===== config.mk =====
export PLATFORM = sky130hd
export DESIGN_NAME = adcsr_dev_flat
export DESIGN_NICKNAME = d
export VERILOG_FILES = /design/src/adcsr_pkg.sv /design/src/adcsr_if.sv /design/src/adcsr_sync.sv /design/src/adcsr_dev.sv /design/src/flat_wrapper.sv
export VERILOG_INCLUDE_DIRS = /design/src
export SDC_FILE = /design/constraint.sdc
export NUM_CORES = 1
export LEC_CHECK = 0
export BUFFER_PORTS_ARGS = -buffer_cell sky130_fd_sc_hd__buf_2
export CAP_MARGIN = 20
export CORE_UTILIZATION = 50
export CTS_CLUSTER_DIAMETER = 40
export DETAILED_ROUTE_END_ITERATION = 16
export MAX_ROUTING_LAYER = met4
export PLACE_DENSITY_LB_ADDON = 0.05
export SLEW_MARGIN = 25
export SYNTH_ARGS = -nofsm -noshare
export SYNTH_HDL_FRONTEND = slang
export SYNTH_SLANG_ARGS = --single-unit

===== constraint.sdc =====
create_clock -name CLOCK_I -period 4 [get_ports CLOCK_I]
set_clock_uncertainty 0.1 [all_clocks]
set_input_delay 0.4 -clock CLOCK_I [delete_from_list [all_inputs] [get_ports CLOCK_I]]
set_output_delay 0.4 -clock CLOCK_I [all_outputs]
set_load 0.01 [all_outputs]

===== src/adcsr_consts.svh =====
// constants of the adc conversion control and serial readout
// assumes a 125 MHz system clock on both ends
`ifndef ADCSR_CONSTS_SVH
`define ADCSR_CONSTS_SVH
`define ADCSR_CLK_MHZ 125
`define ADCSR_CONV_NS 3800
`define ADCSR_WAKE_NS 6000
`define ADCSR_SETTLE_NS 300
`define ADCSR_SCLK_MAX_MHZ 15
`define ADCSR_CONV_CYC ((`ADCSR_CONV_NS * `ADCSR_CLK_MHZ) / 1000)
`define ADCSR_WAKE_CYC ((`ADCSR_WAKE_NS * `ADCSR_CLK_MHZ + 999) / 1000)
`define ADCSR_SETTLE_CYC ((`ADCSR_SETTLE_NS * `ADCSR_CLK_MHZ + 999) / 1000)
`define ADCSR_SCLK_HALF ((`ADCSR_CLK_MHZ + 2 * `ADCSR_SCLK_MAX_MHZ - 1) / (2 * `ADCSR_SCLK_MAX_MHZ))
`define ADCSR_FRAME_BITS 16
`define ADCSR_LEAD_ZEROS 4
`define ADCSR_RES_BITS 12
`endif


===== src/adcsr_pkg.sv =====
// types of the adc conversion control and serial readout
// assumes adcsr_consts.svh is available
package adcsr_pkg;
  typedef logic [11:0] adcsr_result_t;
  typedef enum logic [1:0] {
    ADCSR_AWAKE = 2'b00,
    ADCSR_CONV = 2'b01,
    ADCSR_SLEEP = 2'b10,
    ADCSR_WAKE = 2'b11
  } adcsr_dev_e;
  typedef enum logic [2:0] {
    ADCSR_H_IDLE = 3'b000,
    ADCSR_H_START = 3'b001,
    ADCSR_H_WAIT = 3'b010,
    ADCSR_H_READ = 3'b011,
    ADCSR_H_SETTLE = 3'b100
  } adcsr_host_e;
endpackage


===== src/adcsr_if.sv =====
// four-wire link between converter and host, plus output enable
// assumes the bench ties both modports together
`timescale 1ns/1ns
interface adcsr_if;
  logic conversion_start_n;
  logic serial_clk;
  logic busy;
  logic serial_result_out;
  logic serial_result_oe;
  modport dev (
    input conversion_start_n,
    input serial_clk,
    output busy,
    output serial_result_out,
    output serial_result_oe
  );
  modport host (
    output conversion_start_n,
    output serial_clk,
    input busy,
    input serial_result_out,
    input serial_result_oe
  );
endinterface


===== src/adcsr_sync.sv =====
// two-flop synchroniser with edge detect on the second stage
// assumes one system clock
`timescale 1ns/1ns
module adcsr_sync (
  input wire logic clk_i,
  input wire logic rst_b_i,
  input wire logic async_i,
  output logic level_o,
  output logic rise_o,
  output logic fall_o
);
  logic meta_q;
  logic sync_q;
  logic last_q;
  always_ff @(posedge clk_i) begin
    if (!rst_b_i) begin
      meta_q <= 1'b0;
      sync_q <= 1'b0;
      last_q <= 1'b0;
    end else begin
      meta_q <= async_i;
      sync_q <= meta_q;
      last_q <= sync_q;
    end
  end
  assign level_o = sync_q;
  assign rise_o = sync_q & ~last_q;
  assign fall_o = ~sync_q & last_q;
endmodule


===== src/adcsr_dev.sv =====
// converter end: conversion sequencing and serial readout
// assumes the host keeps its side of the link contract
`timescale 1ns/1ns
`include "adcsr_consts.svh"
module adcsr_dev
  import adcsr_pkg::*;
(
  input wire logic CLOCK_I,
  input wire logic RST_B_I,
  adcsr_if.dev LINK,
  input wire logic [11:0] SAMPLE_I,
  output logic TRACK_O,
  output logic AWAKE_O
);
  logic start_lvl;
  logic start_rise;
  logic start_fall;
  logic sclk_lvl;
  logic sclk_rise;
  logic sclk_fall;
  adcsr_dev_e state_q;
  logic [15:0] timer_q;
  adcsr_result_t out_reg_q;
  logic [4:0] edge_cnt_q;
  logic busy_q;
  logic track_q;
  logic sdo_q;
  logic oe_q;
  logic awake_q;
  logic [15:0] frame;
  logic conv_end;

  adcsr_sync u_start (
    .clk_i(CLOCK_I),
    .rst_b_i(RST_B_I),
    .async_i(LINK.conversion_start_n),
    .level_o(start_lvl),
    .rise_o(start_rise),
    .fall_o(start_fall)
  );
  adcsr_sync u_sclk (
    .clk_i(CLOCK_I),
    .rst_b_i(RST_B_I),
    .async_i(LINK.serial_clk),
    .level_o(sclk_lvl),
    .rise_o(sclk_rise),
    .fall_o(sclk_fall)
  );

  assign conv_end = (state_q == ADCSR_CONV) && (timer_q == 16'h0001);
  // four zeros then result msb first
  assign frame = {4'h0, out_reg_q};

  // conversion sequencing on the system clock
  always_ff @(posedge CLOCK_I) begin
    if (!RST_B_I) begin
      state_q <= ADCSR_AWAKE;
      timer_q <= 16'h0000;
      busy_q <= 1'b0;
      track_q <= 1'b1;
    end else begin
      case (state_q)
        ADCSR_AWAKE: begin
          if (start_fall) begin
            state_q <= ADCSR_CONV;
            timer_q <= 16'(`ADCSR_CONV_CYC);
            busy_q <= 1'b1;
            track_q <= 1'b0;
          end
        end
        ADCSR_CONV: begin
          timer_q <= timer_q - 16'h0001;
          if (conv_end) begin
            busy_q <= 1'b0;
            track_q <= 1'b1;
            state_q <= start_lvl ? ADCSR_AWAKE : ADCSR_SLEEP;
          end
        end
        ADCSR_SLEEP: begin
          if (start_rise) begin
            state_q <= ADCSR_WAKE;
            timer_q <= 16'(`ADCSR_WAKE_CYC);
          end
        end
        ADCSR_WAKE: begin
          if (timer_q > 16'h0001) begin
            timer_q <= timer_q - 16'h0001;
          end else if (!start_lvl) begin
            state_q <= ADCSR_CONV;
            timer_q <= 16'(`ADCSR_CONV_CYC);
            busy_q <= 1'b1;
            track_q <= 1'b0;
          end else begin
            timer_q <= 16'h0001;
          end
        end
        default: begin
          state_q <= ADCSR_AWAKE;
        end
      endcase
    end
  end

  // output register loads as busy falls
  always_ff @(posedge CLOCK_I) begin
    if (!RST_B_I) begin
      out_reg_q <= 12'h000;
    end else if (conv_end) begin
      out_reg_q <= SAMPLE_I;
    end
  end

  // serial edge counter, kept across pauses
  always_ff @(posedge CLOCK_I) begin
    if (!RST_B_I) begin
      edge_cnt_q <= 5'h00;
    end else if (start_fall && !sclk_lvl) begin
      edge_cnt_q <= 5'h00;
    end else if (sclk_fall) begin
      if (edge_cnt_q == 5'(`ADCSR_FRAME_BITS)) begin
        edge_cnt_q <= 5'h01;
      end else begin
        edge_cnt_q <= edge_cnt_q + 5'h01;
      end
    end
  end

  // data and enable on the serial output
  always_ff @(posedge CLOCK_I) begin
    if (!RST_B_I) begin
      sdo_q <= 1'b0;
      oe_q <= 1'b0;
    end else if (start_fall && !sclk_lvl) begin
      sdo_q <= 1'b0;
      oe_q <= 1'b0;
    end else if (sclk_rise && edge_cnt_q == 5'h00) begin
      sdo_q <= frame[15];
      oe_q <= 1'b1;
    end else if (sclk_rise && edge_cnt_q == 5'(`ADCSR_FRAME_BITS)) begin
      sdo_q <= frame[15];
      oe_q <= 1'b1;
    end else if (sclk_fall) begin
      if (edge_cnt_q == 5'(`ADCSR_FRAME_BITS - 1)) begin
        oe_q <= 1'b0;
      end else if (edge_cnt_q < 5'(`ADCSR_FRAME_BITS - 1)) begin
        sdo_q <= frame[4'(14 - edge_cnt_q)];
      end else begin
        sdo_q <= frame[14];
      end
    end
  end

  // registered awake flag
  always_ff @(posedge CLOCK_I) begin
    if (!RST_B_I) begin
      awake_q <= 1'b1;
    end else begin
      awake_q <= (state_q != ADCSR_SLEEP);
    end
  end

  assign LINK.busy = busy_q;
  assign LINK.serial_result_out = sdo_q;
  assign LINK.serial_result_oe = oe_q;
  assign TRACK_O = track_q;
  assign AWAKE_O = awake_q;
endmodule


===== src/flat_wrapper.sv =====
// flat-port wrapper written by rule: the top's interface ports become plain ports
module adcsr_dev_flat import adcsr_pkg::*;
  (CLOCK_I, RST_B_I, SAMPLE_I, TRACK_O, AWAKE_O, LINK_conversion_start_n, LINK_serial_clk, LINK_busy, LINK_serial_result_out, LINK_serial_result_oe);
  adcsr_if LINK_i ();
  input wire logic CLOCK_I;
  input wire logic RST_B_I;
  input wire logic [11:0] SAMPLE_I;
  output logic TRACK_O;
  output logic AWAKE_O;
  input wire logic [$bits(LINK_i.conversion_start_n)-1:0] LINK_conversion_start_n;
  input wire logic [$bits(LINK_i.serial_clk)-1:0] LINK_serial_clk;
  output wire logic [$bits(LINK_i.busy)-1:0] LINK_busy;
  output wire logic [$bits(LINK_i.serial_result_out)-1:0] LINK_serial_result_out;
  output wire logic [$bits(LINK_i.serial_result_oe)-1:0] LINK_serial_result_oe;
  assign LINK_i.conversion_start_n = LINK_conversion_start_n;
  assign LINK_i.serial_clk = LINK_serial_clk;
  assign LINK_busy = LINK_i.busy;
  assign LINK_serial_result_out = LINK_i.serial_result_out;
  assign LINK_serial_result_oe = LINK_i.serial_result_oe;
  adcsr_dev u_core (.CLOCK_I(CLOCK_I), .RST_B_I(RST_B_I), .LINK(LINK_i), .SAMPLE_I(SAMPLE_I), .TRACK_O(TRACK_O), .AWAKE_O(AWAKE_O));
endmodule

# Word-level counts from Yosys, hierarchy flattened
# Cells that the tools add are included.
# classes
add_sub_neg,3
order_cmp,3
n_eq_ne,12
muxes,30
n_bitwise,10
n_reduce_logical,17
# ops
cell,count
case mux 16 bit (4 select lines),1
two-way mux 16 bit,3
equality test 16 x 1 -> 1 bit (second input constant),1
> comparator 16 x 1 -> 1 bit (second input constant),1
subtractor 16 x 1 -> 16 bit (second input constant),1
two-way mux 1 bit,14
two-way mux 2 bit,6
AND reduction 5 bit,2
two-way mux 9 bit,1
nonzero test 3 bit,3
case mux 2 bit (4 select lines),1
!= test 2 x 1 -> 1 bit (second input constant),3
!= test 2 bit (second input constant),3
inverter 1 bit,6
case mux 1 bit (3 select lines),2
AND reduction 2 bit,3
adder 5 x 1 -> 5 bit (second input constant),1
equality test 5 x 4 -> 1 bit (second input constant),1
equality test 5 bit (second input constant),1
logical NOT 5 bit,1
< comparator 4 x 5 -> 1 bit (second input constant),1
< comparator 5 x 4 -> 1 bit (second input constant),1
two-way mux 5 bit,1
AND 1 bit,4
other kinds (9),13
# word_totals
ff_bits,46
input_bits,16
output_inout_bits,5
wordCells,90

# Logic depth before layout (Yosys ltp)
# logic_depth
depth_word,5
depth_mapped,9
mapped_depth_nobuf,7

# Modules after synthesis
# A second synthesis with hierarchy kept.
# unflattened
hier_cells,278
area_unflattened_um2,2446.1
# modules_own_cells
mod,n_inst,cells_each,area_per_inst_um2,seq_area_each_um2
adcsr_dev,1,262,2263.4,800.8
adcsr_sync,2,8,91.3,60.1

# Worst setup path before layout
# Ideal clock, no wire load.
# synth_timing
path_type,flip-flop to flip-flop
start,reg u_core.edge_cnt_q[0]
end,reg u_core.sdo_q (netlist: u_core.LINK.serial_result_out)
setup_ns,0.135
arrival_time_ns,1.904
t_required_ns,3.765
path_slack_ns,1.862
path_stages_with_launch,8
n_path_buf,1
synth_period_minus_slack_ns,2.138
cell_sequence,dfxtp_1 > clkbuf_1 > inv_1 > ha_1 > mux4_2 > a211oi_1 > o31a_1 > nor3_1
# synth_via
elab_chain_cells,4
elab_cells_between_ends,13
classes_between,add/sub (1); order compare (1); eq/ne (2); mux (3); bitwise (1); reduce/logical (5)
# synth_lines
item,line,rtl
start: declaration,adcsr_dev.sv:24,logic [4:0] edge_cnt_q;
start signal: assignment,adcsr_dev.sv:123,edge_cnt_q <= edge_cnt_q + 5'h01;
subtractor 4 bit,adcsr_dev.sv:146,sdo_q <= frame[4'(14 - edge_cnt_q)];
binary-select mux 1 bit (select 4 bit),adcsr_dev.sv:146,
two-way mux 1 bit (implied by the code),adcsr_dev.sv:146,
two-way mux 1 bit,adcsr_dev.sv:145,end else if (edge_cnt_q < 5'(`ADCSR_FRAME_BITS - 1)) begin
end signal: assignment,adcsr_dev.sv:140,sdo_q <= frame[15];
end signal: assignment,adcsr_dev.sv:146,
end signal: assignment,adcsr_dev.sv:148,sdo_q <= frame[14];
end: declaration,adcsr_dev.sv:27,logic sdo_q;
# Several ways; a longest one is shown, not always the timed one. The select of a mux whose other input is x is not followed.
# A chain may end at the register's enable or synchronous reset.

# Worst setup path after layout
# layout_timing
start,reg u_core.state_q[0]
end,reg u_core.timer_q[5]
# layout_via
elab_chain_cells,3
elab_cells_between_ends,8
classes_between,eq/ne (5); mux (1); reduce/logical (2)
# layout_lines
item,line,rtl
start: declaration,adcsr_dev.sv:21,adcsr_dev_e state_q;
start signal: assignment,adcsr_dev.sv:76,state_q <= start_lvl ? ADCSR_AWAKE : ADCSR_SLEEP;
equality test 2 bit / logical NOT 2 bit (equally long branches),adcsr_dev.sv:62,case (state_q)
!= test 2 x 1 -> 1 bit (no line),n/a,
AND reduction 2 bit (no line),n/a,
end signal: assignment,adcsr_dev.sv:66,timer_q <= 16'(`ADCSR_CONV_CYC);
end signal: assignment,adcsr_dev.sv:72,timer_q <= timer_q - 16'h0001;
end signal: assignment,adcsr_dev.sv:82,timer_q <= 16'(`ADCSR_WAKE_CYC);
end: declaration,adcsr_dev.sv:22,logic [15:0] timer_q;
# Several ways; a longest one is shown, not always the timed one.

==> metrics <==
status finished, final reports clean; RSZ-0062 raised after global routing no; commonest non-fill, non-tap cell in the layout dfxtp_1; DR DRC count 0; Max Freq about 0.39 GHz; syn_area_per_cell around 8.5 µm²; critical path startpoint category register; RR Endpoint u_core.timer_q[5]; Hold Path Class input port to register; Synth Flop Type dfxtp_1; LEAKAGE between 1 and 1.5 nW; Cell Rows 25; gr ovfl total 0; Sink Count 46; Mapped Cells 307; number of buffers created by CTS 5; number of synthesized flops with an enable pin 0; first-pass GRT wire length 10.14 mm; top cell type's share of synthesized area a little over a third; Distinct cells, synth 61; share of cells above drive strength 1 approximately 14%; async set-reset flop share out of synthesis 0%; Max Slew Vio Count 0; final hold vios 0; # IOs 21; 1st-iter DRT viols about 120; largest area contributor in the netlist dfxtp_1; GRT Util Overall approximately 25%; Least-Margin Pin Slew between 0.6 and 0.7 ns; largest net degree at the start of global routing 23; First-pass DRT Iterations 5; vias per cell around 6.0; R2R Setup Slk ~1.4 ns; CTS resizes 0; Max H-tree Level 2; Synth Register Bits 46; Tcrit/Tclk final about 65%; clock period minus worst slack approximately 2.6 ns; worst skew pair latency around 0.3 ns; vias in the first global route 2154; Avg WL per Cell approximately 16 µm; cells on worst reg2reg path 6; Diodes inserted 0; nets@finish approximately 340; maxcap violations 0; initial antenna violation count 0; Worst Path Max Fanout 15; kind of critical path register to register; sequential area share after synthesis 35.42%; postcts setup bufs 0; drt total wl approximately 6 mm; TNS Setup 0 ns; Synth Cell Area 2600 µm²; Worst Hold Depth 2; initial core utilization between 50% and 60%; Clock Path Buffers 2; routed vias between 2000 and 2500; CTS Hold Buffers Added 0; hold path startpoint LINK_conversion_start_n; Final setup viols 0; Peak VDD IR 0.3013 mV; CTS tree built; ANT nets after route 0; clock transition at the registers of the reported paths about 0.090 ns; DP HPWL between 4 and 5 mm; Die X 74.11 µm; syn nets around 330; commonest cells after routing, fill and taps aside 46 x dfxtp_1, 29 x nand2_1, 26 x a21oi_1; PortBufs 20; total power 1.345 mW; slew margin rel. between 50 and 60%; Die Y between 70 and 80 µm; critical path capture point type register; placer congestion estimate between 0.9 and 1; Die Area about 5500 µm²; Yosys warnings 0; worst r2r src u_core.state_q[0]; Crit path arrival time 2.71 ns; CP required slightly above 4 ns; Core Box Area 4848 µm²; root buffer cell clkbuf_8; Area Growth Syn to Fin 7.363%; hold endpoint u_core.u_start.meta_q; PwrDens between 400 and 500 nW/µm²; top post-synthesis cells by area dfxtp_1 35%, a21oi_1 5.0%, ha_1 4.8%, nand2_1 4.2%, nand3_1 3.7%
==> Yosys cell counts (all sizes together), types with 6 or more instances <==
library cell  instances
a21oi                26
a31oi                 7
and2                  7
and3                  6
clkbuf               13
dfxtp                46
ha                   10
inv                  14
nand2                29
nand3                20
nor2                 20
nor3                  9
nor4                 10
o21ai                11
==> power breakdown <==
| group | internal [mW] | switching, mW | leakage, nW | total [mW] |
|---|---|---|---|---|
| logic | 0.186 | 0.337 | 0.631 | 0.522 |
| registers | 0.492 | 0.0454 | 0.374 | 0.537 |
| clock network | 0.124 | 0.162 | 0.0452 | 0.286 |
==> area by class of cell <==
type                            instances  area, µm²
Fill cell                             450       2057
Multi-Input combinational cell        228       1536
Sequential cell                        46      920.9
Timing Repair Buffer                   21      107.6
Tap cell                               67      83.83
Clock buffer                            6      72.57
Inverter                               15      56.30
Clock inverter                          2      13.76
==> worst max-delay path by stage <==
stage | to | cells after the start | slack, ns | startpoint
after floorplan | u_core.LINK.serial_result_out | 7 | 1.86 | u_core.edge_cnt_q[0]
after global placement | u_core.timer_q[9] | 6 | 1.56 | u_core.state_q[0]
after detailed placement | u_core.timer_q[9] | 6 | 1.44 | u_core.state_q[0]
after CTS | u_core.timer_q[9] | 6 | 1.41 | u_core.state_q[0]
after global routing | u_core.timer_q[9] | 6 | 1.14 | u_core.state_q[0]
final | u_core.timer_q[5] | 6 | 1.40 | u_core.state_q[0]
==> metal layers <==
metal  routed length, µm  track usage [%]  vias to the layer above
met1                2841            31.29                     1086
met5                   0                -                        -
li1                    -                -                     1162
met3                 287            3.930                       11
met4                 102            7.692                        0
met2                2799            40.20                       62
==> flip-flops by register name, summed over array words and instances, names as in the netlist <==
register                       flops
u_core.AWAKE_O                     1
u_core.LINK.busy                   1
u_core.LINK.serial_result_oe       1
u_core.LINK.serial_result_out      1
u_core.TRACK_O                     1
u_core.edge_cnt_q                  5
u_core.out_reg_q                  12
u_core.state_q                     2
u_core.timer_q                    16
u_core.u_sclk.last_q               1
u_core.u_sclk.level_o              1
u_core.u_sclk.meta_q               1
u_core.u_start.last_q              1
u_core.u_start.level_o             1
u_core.u_start.meta_q              1
==> per-stage QoR <==
step	hold slack [ns]	worst slack (ns)	cells	instance area [µm²]	utilization, %
after floorplan	0.3119	1.862	307	2600	-
after global placement	0.3133	1.564	377	2705	55.79
after detailed placement	0.3215	1.438	377	2705	55.79
after CTS	0.1960	1.409	385	2791	57.57
after global routing	0.2066	1.137	385	2791	57.57
final	0.2040	1.404	385	2791	57.57
==> worst max-delay path: stages (launching register included) <==
cell,delay (ns)
dfxtp_1,0.39
inv_1,0.11
ha_1,0.38
a21oi_1,0.58
o21ai_1,0.35
or3_1,0.45
a31oi_1,0.15
==> cells by family (layout without fill, tap and decap cells) <==
group	Yosys count	in the layout	synth area share, %
adders and majority gates	10	10	4.812
buffers and inverters	33	44	5.485
AOI/OAI and AO/OA	88	88	24.11
DFF	46	46	35.42
xor gates and xnor gates	5	5	1.685
and+or+nand+nor	121	121	25.51
muxes	4	4	2.983
Note: power is estimated with default switching activity, not from simulation.
